### config.mk
export PLATFORM = sky130hd
export DESIGN_NAME = ddsl_top
export DESIGN_NICKNAME = d
export VERILOG_FILES = /design/src/pkg/ddsl_pkg.sv /design/src/rtl/ddsl_top.sv /design/src/rtl/ddsl_fifo.sv
export SDC_FILE = /design/constraint.sdc
export NUM_CORES = 1
export LEC_CHECK = 0
export BUFFER_PORTS_ARGS = -buffer_cell sky130_fd_sc_hd__clkbuf_2
export CORE_ASPECT_RATIO = 1.25
export CORE_UTILIZATION = 60
export CTS_CLUSTER_SIZE = 12
export DETAILED_ROUTE_END_ITERATION = 8
export GPL_TIMING_DRIVEN = 1
export MAX_ROUTING_LAYER = met4
export PLACE_DENSITY_LB_ADDON = 0.08
export REMOVE_ABC_BUFFERS = 1
export SETUP_SLACK_MARGIN = 0.1
export SLEW_MARGIN = 0
export SYNTH_ARGS = -nofsm -noshare
export SYNTH_HDL_FRONTEND = slang
export SYNTH_HIERARCHICAL = 1
export SYNTH_SLANG_ARGS = --single-unit
### constraint.sdc
create_clock -name i_mclk -period 3.8 [get_ports i_mclk]
set_input_delay 0.38 -clock i_mclk [delete_from_list [all_inputs] [get_ports i_mclk]]
set_output_delay 0.38 -clock i_mclk [all_outputs]
set_load 0.01 [all_outputs]
### src/pkg/ddsl_pkg.sv
// Constants and types of the dual converter serial load front end.
// Assumes a single 250 MHz clock; all serial pins arrive from outside its domain.
//
// Summary of operation
// - A falling load strobe edge moves the buffered word into the converter register.
// - Load strobe held low selects automatic update instead of waiting for an edge.
// - Automatic standalone update happens on the 16th active serial clock edge.
// - Automatic daisy-chain update happens when the frame select returns high.
// - After reset, serial data is sampled on falling serial clock edges.
// - A control word from the host may switch sampling to rising edges.
// - Serial data is held in a 16-bit shift register, one bit per active edge.
// - Frame select low opens the input path; host starts each frame that way.
// - Standalone mode counts active edges and latches the word on the 16th.
// - Serial output changes on the edge opposite the sampling edge, for chaining.
package ddsl_pkg;

  // ------------------------------------------------------------
  // Word and buffer shape
  // ------------------------------------------------------------
  localparam int WORD_W = 16;
  localparam int FIFO_DEPTH = 16;
  localparam logic [4:0] LAST_EDGE = 5'h0f;
  localparam logic [4:0] CNT_RST = 5'h00;

  // ------------------------------------------------------------
  // Control word layout
  // ------------------------------------------------------------
  localparam int CTRL_MSB = 15;
  localparam int CTRL_LSB = 12;
  localparam logic [3:0] CTRL_CODE = 4'hd;
  localparam int EDGE_BIT = 0;
  localparam int DAISY_BIT = 1;

  // ------------------------------------------------------------
  // Reset values
  // ------------------------------------------------------------
  localparam logic RISING_RST = 1'b0;
  localparam logic DAISY_RST = 1'b0;
  localparam logic [WORD_W-1:0] WORD_RST = 16'h0000;
  // Pin order in the synchroniser: load_strobe_n, sync_n, sclk, serial_in.
  localparam logic [3:0] PIN_RST = 4'hc;

  typedef enum logic [2:0] {
    ST_IDLE = 3'b001,
    ST_SHIFT = 3'b010,
    ST_DONE = 3'b100
  } ddsl_frame_t;

endpackage : ddsl_pkg

### src/rtl/ddsl_top.sv
// Serial input, framing and load control of a dual current-output converter.
// Assumes the host drives sclk, sync_n, serial_in and load_strobe_n asynchronously.
`timescale 1ns/1ps
`default_nettype none
module ddsl_top
  import ddsl_pkg::*;
(
  // Clock and reset
  input wire logic i_mclk,
  input wire logic i_rst_n,
  // Serial pins from the host
  input wire logic i_sclk,
  input wire logic i_sync_n,
  input wire logic i_serial_in,
  input wire logic i_load_strobe_n,
  output logic o_serial_out,
  // Converter register and update stream
  output logic [WORD_W-1:0] o_dac_code,
  output logic o_dac_valid,
  output logic [WORD_W-1:0] o_dac_data,
  input wire logic i_dac_ready,
  // Status
  output logic o_rising_sel,
  output logic o_daisy_mode,
  output logic o_update_pending
);

  // ------------------------------------------------------------
  // Pin synchronisers and edge finders
  // ------------------------------------------------------------
  logic [3:0] pin_meta;
  logic [3:0] pin_sync;
  logic [3:0] pin_prev;

  always_ff @(posedge i_mclk) begin
    if (!i_rst_n) begin
      pin_meta <= PIN_RST;
      pin_sync <= PIN_RST;
      pin_prev <= PIN_RST;
    end else begin
      pin_meta <= {i_load_strobe_n, i_sync_n, i_sclk, i_serial_in};
      pin_sync <= pin_meta;
      pin_prev <= pin_sync;
    end
  end

  wire din = pin_sync[0];
  wire sclk_rise = pin_sync[1] & ~pin_prev[1];
  wire sclk_fall = ~pin_sync[1] & pin_prev[1];
  wire frame_start = ~pin_sync[2] & pin_prev[2];
  wire frame_end = pin_sync[2] & ~pin_prev[2];
  wire load_fall = ~pin_sync[3] & pin_prev[3];
  // Held low for two samples means the strobe is parked low, not just falling.
  wire auto_mode = ~pin_sync[3] & ~pin_prev[3];

  // ------------------------------------------------------------
  // Edge selection and frame control
  // ------------------------------------------------------------
  logic rising_sel;
  logic daisy;
  ddsl_frame_t state;
  ddsl_frame_t next_state;
  logic [4:0] edge_cnt;
  logic [WORD_W-1:0] shreg;

  wire active_edge = rising_sel ? sclk_rise : sclk_fall;
  wire out_edge = rising_sel ? sclk_fall : sclk_rise;
  wire in_shift = (state == ST_SHIFT);
  wire do_shift = in_shift & active_edge;
  wire [WORD_W-1:0] shifted = {shreg[WORD_W-2:0], din};
  wire last_edge = do_shift & ~daisy & (edge_cnt == LAST_EDGE);
  wire daisy_end = in_shift & daisy & frame_end;
  wire latch_go = last_edge | daisy_end;
  wire [WORD_W-1:0] word_now = last_edge ? shifted : shreg;
  wire is_ctrl = (word_now[CTRL_MSB:CTRL_LSB] == CTRL_CODE);
  wire data_latch = latch_go & ~is_ctrl;
  wire ctrl_latch = latch_go & is_ctrl;

  always_comb begin
    next_state = state;
    unique case (state)
      ST_IDLE: begin
        if (frame_start) begin
          next_state = ST_SHIFT;
        end
      end
      ST_SHIFT: begin
        if (frame_end) begin
          next_state = ST_IDLE;
        end else if (last_edge) begin
          next_state = ST_DONE;
        end
      end
      ST_DONE: begin
        if (frame_end) begin
          next_state = ST_IDLE;
        end
      end
      default: begin
        next_state = ST_IDLE;
      end
    endcase
  end

  always_ff @(posedge i_mclk) begin
    if (!i_rst_n) begin
      state <= ST_IDLE;
      edge_cnt <= CNT_RST;
    end else begin
      state <= next_state;
      if (frame_start) begin
        edge_cnt <= CNT_RST;
      end else if (do_shift) begin
        edge_cnt <= edge_cnt + 5'h01;
      end
    end
  end

  always_ff @(posedge i_mclk) begin
    if (!i_rst_n) begin
      shreg <= WORD_RST;
      o_serial_out <= 1'b0;
    end else begin
      if (do_shift) begin
        shreg <= shifted;
      end
      if (in_shift & out_edge) begin
        o_serial_out <= shreg[WORD_W-1];
      end
    end
  end

  always_ff @(posedge i_mclk) begin
    if (!i_rst_n) begin
      rising_sel <= RISING_RST;
      daisy <= DAISY_RST;
    end else if (ctrl_latch) begin
      rising_sel <= word_now[EDGE_BIT];
      daisy <= word_now[DAISY_BIT];
    end
  end

  // ------------------------------------------------------------
  // Input buffer and converter update
  // ------------------------------------------------------------
  logic [WORD_W-1:0] buf_word;
  logic pend;
  logic fifo_ready;

  // An update waits in pend while the FIFO is full; a second load event before the push merges into it.
  wire upd_req = load_fall | (data_latch & auto_mode);
  wire push = pend & fifo_ready;

  always_ff @(posedge i_mclk) begin
    if (!i_rst_n) begin
      buf_word <= WORD_RST;
      pend <= 1'b0;
      o_dac_code <= WORD_RST;
    end else begin
      if (data_latch) begin
        buf_word <= word_now;
      end
      pend <= (pend & ~push) | upd_req;
      if (push) begin
        o_dac_code <= buf_word;
      end
    end
  end

  always_ff @(posedge i_mclk) begin
    if (!i_rst_n) begin
      o_rising_sel <= RISING_RST;
      o_daisy_mode <= DAISY_RST;
      o_update_pending <= 1'b0;
    end else begin
      o_rising_sel <= rising_sel;
      o_daisy_mode <= daisy;
      o_update_pending <= pend;
    end
  end

  ddsl_fifo #(
    .WIDTH(WORD_W),
    .DEPTH(FIFO_DEPTH)
  ) u_fifo (
    .i_mclk(i_mclk),
    .i_rst_n(i_rst_n),
    .i_valid(pend),
    .i_data(buf_word),
    .o_ready(fifo_ready),
    .o_valid(o_dac_valid),
    .o_data(o_dac_data),
    .i_ready(i_dac_ready)
  );

endmodule : ddsl_top
`default_nettype wire

### src/rtl/ddsl_fifo.sv
// Word FIFO with a registered head, between load events and the converter.
// Assumes both sides run on i_mclk; the reader may stall at will.
`timescale 1ns/1ps
`default_nettype none
module ddsl_fifo #(
  parameter int WIDTH = 16,
  parameter int DEPTH = 16
) (
  // Clock and reset
  input wire logic i_mclk,
  input wire logic i_rst_n,
  // Fill side
  input wire logic i_valid,
  input wire logic [WIDTH-1:0] i_data,
  output logic o_ready,
  // Drain side
  output logic o_valid,
  output logic [WIDTH-1:0] o_data,
  input wire logic i_ready
);
  localparam int AW = $clog2(DEPTH);

  logic [WIDTH-1:0] mem [DEPTH];
  logic [AW-1:0] wr_ptr;
  logic [AW-1:0] rd_ptr;
  logic [AW:0] count;

  wire push = i_valid & o_ready;
  wire pop = (count != '0) & (~o_valid | i_ready);
  wire [AW:0] next_count = count + {{AW{1'b0}}, push} - {{AW{1'b0}}, pop};

  always_ff @(posedge i_mclk) begin
    if (push) begin
      mem[wr_ptr] <= i_data;
    end
  end

  always_ff @(posedge i_mclk) begin
    if (!i_rst_n) begin
      wr_ptr <= '0;
      rd_ptr <= '0;
      count <= '0;
      o_ready <= 1'b1;
      o_valid <= 1'b0;
      o_data <= '0;
    end else begin
      wr_ptr <= wr_ptr + AW'(push);
      rd_ptr <= rd_ptr + AW'(pop);
      count <= next_count;
      // A registered full flag taken from next_count uses all DEPTH slots and keeps o_ready off the read path.
      o_ready <= (next_count < (AW+1)'(DEPTH));
      if (pop) begin
        o_valid <= 1'b1;
        o_data <= mem[rd_ptr];
      end else if (i_ready) begin
        o_valid <= 1'b0;
      end
    end
  end
endmodule : ddsl_fifo
`default_nettype wire

==> out/results.txt <==
The worst setup path is launched from a flop. Synthesis instantiated 57 different standard cells from the library. The largest single stage delay on the critical path is 420 ps. The switching share of power was 23.86%; the largest voltage drop on the vdd net was 378.8 uV.

The number of buffer cells added on primary ports is 43. The number of global-route vias before repair was 7652. Internal power comes to 6.978 mW. The H-tree was split into 2 levels. The smallest clock period supported by the final layout is computed as 2817 ps.

The tools report the max-capacitance violation count as 0. The slowest library cell on the worst path was fa_1. For the final routed database, the setup TNS stands at 0 ps. After detailed routing, the total wire length is 27220 um. TritonCTS built the clock tree. The class of the most critical hold timing path is input pin to flop.

Average cell area after synthesis: 16.51 um2. The tools report the number of nets in the final layout as 923. STA puts the critical path data required time at 4210 ps.

Buffers inserted to repair hold after CTS numbered 0. The number of antenna violations at the first check in global routing was 0. The yosys synthesis warning count was 6. The sum of net half-perimeters after detailed placement was 16470 um. Traced cell by cell, the critical path runs through inv_1 -> ha_1 -> nor4b_2 -> a21oi_1 -> ha_1 -> inv_1 -> ha_1 -> inv_1 -> fa_1 -> nand2b_1 -> a21oi_1 -> o21ai_0 -> and3_1. Headroom to the max-slew limit came out at 27.31%. At the end of routability-driven placement, the weighted congestion stood at 0.8076. The clock latency at the later pin of the worst-skew pair is 510 ps. Setup violations remaining at the end of the flow were counted as 0. For the number of filler instances in the final layout, the log shows 1498. In this design, the largest share of critical-path delay is due to adder cells. The slew at the pin closest to its max-slew limit was 1090 ps. In this run the cell area measured after placement is 14440 um2. From synthesis to final layout, the design area changed by 11.55%. The tools report the post-route DRC violation count as 2. The maximum fanout count along the critical path was 4. In this run, flip-flops and latches consume 48.8% of the power. In this run, the clock network consumes 36.6% of the power.

The die is 138.4 um wide. The fmax was 0.3550 GHz; the site row count was 62. The sequential share of the synthesized area was 70.19%. The checks that failed: DRC. The effective utilization at floorplan is 60.95%. The final cell utilization of the core was 67.98%. The analysis attributes to net switching a power of 2.187 mW. Counting every sink on the clock net gives 361. The run gives 66 as the maximum number of pins on one net before global-route repair.

The placeable core region came out at 22880 um2. The run gives 7 as the number of iterations in the first detailed-routing pass. The critical path buffer and inverter count came out at 3. In this run the post-CTS setup repair buffer count came out at 0.

In the finished design, the share of the clock period the worst path needs comes to 74.12%. STA classifies the critical path endpoint as a flop. After detailed placement, the design holds a cell count of 1152.

The full die area was 23860 um2; the static leakage was 5.332 nW. The tools report the count of mapped cells out of synthesis as 845. During I/O placement, the number of pins put on the boundary was 44. The final routed wire length divided by cell count came out at 22.37 um. The detail route stage leaves a number of antenna-violating nets equal to 0. In this run, synthesis inferred 256 flip-flops with an integrated enable.

Counting flops and latches in the post-synthesis netlist gives 361. The antenna cell count came out at 0. The hold violation count in the final report is 0. Global routing used 24.59% of the available tracks.

After clock tree synthesis, the clock-pin slew on the worst setup and hold paths is 60 ps. The clock passes through at most 3 buffers. The tools report the count of pins over their slew limit as 0.

The tools report the proportion of power drawn by combinational gates as 14.7%. Setup repair after global routing left no endpoint under its margin. The DRC violation total after the first TritonRoute iteration was 488. The flow ran to the end, but the final reports show violations. The run gives 0 as the aggregate global routing overflow. In the final layout, the share of cells above drive strength 1 is 21.53%. Leading cell type in the layout, fill and taps excluded: edfxtp_1. Once layout is done, the placed cells without fillers occupy 15560 um2. The tools report the post-CTS resize count as 0.

Between clock sinks in the finished design, the worst skew comes to 16.64 ps. In the routed layout, each cell is associated on average with a via count of 6.027. In the layout the commonest cells are 256 x edfxtp_1, 102 x dfxtp_1, 70 x nand2_1, 55 x mux4_2, 54 x nor2_1.

For the final non-filler cell total, the log shows 1217. Buffers inserted during clock tree synthesis total 37. In the synthesized netlist the async set-or-reset flop fraction comes to 0%. The logs give 42570 um for the wire length of the first global-routing pass and 9.165 mW for the final total power. The die height is 172.5 um.

The critical path start-end classification is flop to flop. In this run the cell area of the synthesized design comes to 13950 um2. The prevailing post-synth register cell was edfxtp_1. Data arrives at the worst endpoint at 3230 ps. Detailed routing inserted a total of 7335 vias. Root buffer selected by CTS: clkbuf_16. Power spread over the standard cell area amounts to 589.1 nW/um2.
worst paths after layout:
check / from / to / slack, ps / depth (start not counted)
hold reg to reg: pin_meta[2]$_SDFF_PN1_ / pin_sync[2]$_SDFF_PN1_ / 430 / 1
setup reg to reg: u_fifo/count[2]$_SDFF_PN0_ / u_fifo/count[4]$_SDFF_PN0_ / 980 / 13
setup / recovery: u_fifo/count[2]$_SDFF_PN0_ / u_fifo/count[4]$_SDFF_PN0_ / 980 / 13
hold / removal: i_load_strobe_n / pin_meta[3]$_SDFF_PN1_ / 50 / 2
cells by family (layout without fill, tap and decap cells):
| family | count (synthesis) | after routing | share of synthesized area [%] |
|---|---|---|---|
| buf+inv | 67 | 151 | 2.664 |
| simple gates | 187 | 187 | 6.450 |
| flops | 361 | 361 | 70.19 |
| compound gates | 98 | 98 | 4.898 |
| fa+ha+maj | 13 | 13 | 1.220 |
| mux | 109 | 109 | 13.95 |
| xor+xnor | 10 | 10 | 0.6279 |
cell usage after synthesis, types with 7 or more instances:
| library cell | number | area (um2) |
|---|---|---|
| a21oi_1 | 45 | 225.2 |
| a221o_1 | 16 | 160.2 |
| a221oi_1 | 12 | 105.1 |
| and2_1 | 14 | 87.58 |
| buf_6 | 8 | 90.09 |
| clkbuf_1 | 23 | 86.33 |
| dfxtp_1 | 105 | 2102 |
| edfxtp_1 | 256 | 7687 |
| ha_1 | 12 | 150.1 |
| inv_1 | 20 | 75.07 |
| mux2_2 | 16 | 180.2 |
| mux2i_1 | 29 | 290.3 |
| mux4_1 | 9 | 236.5 |
| mux4_2 | 55 | 1239 |
| nand2_1 | 70 | 262.8 |
| nand2b_1 | 11 | 68.82 |
| nand3_1 | 7 | 35.03 |
| nor2_1 | 54 | 202.7 |
| o21ai_0 | 7 | 35.03 |
power groups by stage:
stage          clock network (mW)  logic, mW  registers [mW]
6_report                     3.35       1.34            4.47
3_5_place_dp                    0       1.36            4.56
2_1_floorplan                   0      0.897            4.65
5_1_grt                      3.55       1.47            4.49
3_3_place_gp                    0       1.33            4.55
4_1_cts                      3.41       1.36            4.48
per-layer routing:
metal | track usage, % | vias to the layer above | wire length (um)
met5 | - | - | 0
met4 | 8.109 | 0 | 517
met3 | 2.935 | 41 | 1356
met2 | 43.01 | 201 | 14240
met1 | 30.14 | 3731 | 11110
li1 | - | 3362 | -
registers in the layout (all words and copies together), names as in the netlist, 5 cells and up:
| register | count |
|---|---|
| edge_cnt | 5 |
| u_fifo/mem | 256 |
| buf_word | 16 |
| u_fifo/o_data | 16 |
| u_fifo/count | 5 |
| shreg | 16 |
| o_dac_code | 16 |
cell type report:
| type | instances | area (um2) | area share, % |
|---|---|---|---|
| well taps | 288 | 360.3 | 2.316 |
| clock inverters | 4 | 27.53 | 0.1769 |
| multi-input cells | 417 | 3812 | 24.51 |
| flip-flops and latches | 361 | 9796 | 62.96 |
| clock buffers | 61 | 1090 | 7.005 |
| repair buffers | 65 | 392.9 | 2.525 |
| inverters | 21 | 78.83 | 0.5067 |
per-stage QoR:
stage	setup WS [ps]	hold slack [ps]
final	983.4	46.80
after global routing	710.9	37.74
after CTS	993.7	28.51
after detailed placement	1010	401.6
after global placement	1191	388.6
after floorplan	-211.8	386.3
Note: power is estimated with default switching activity, not from simulation.
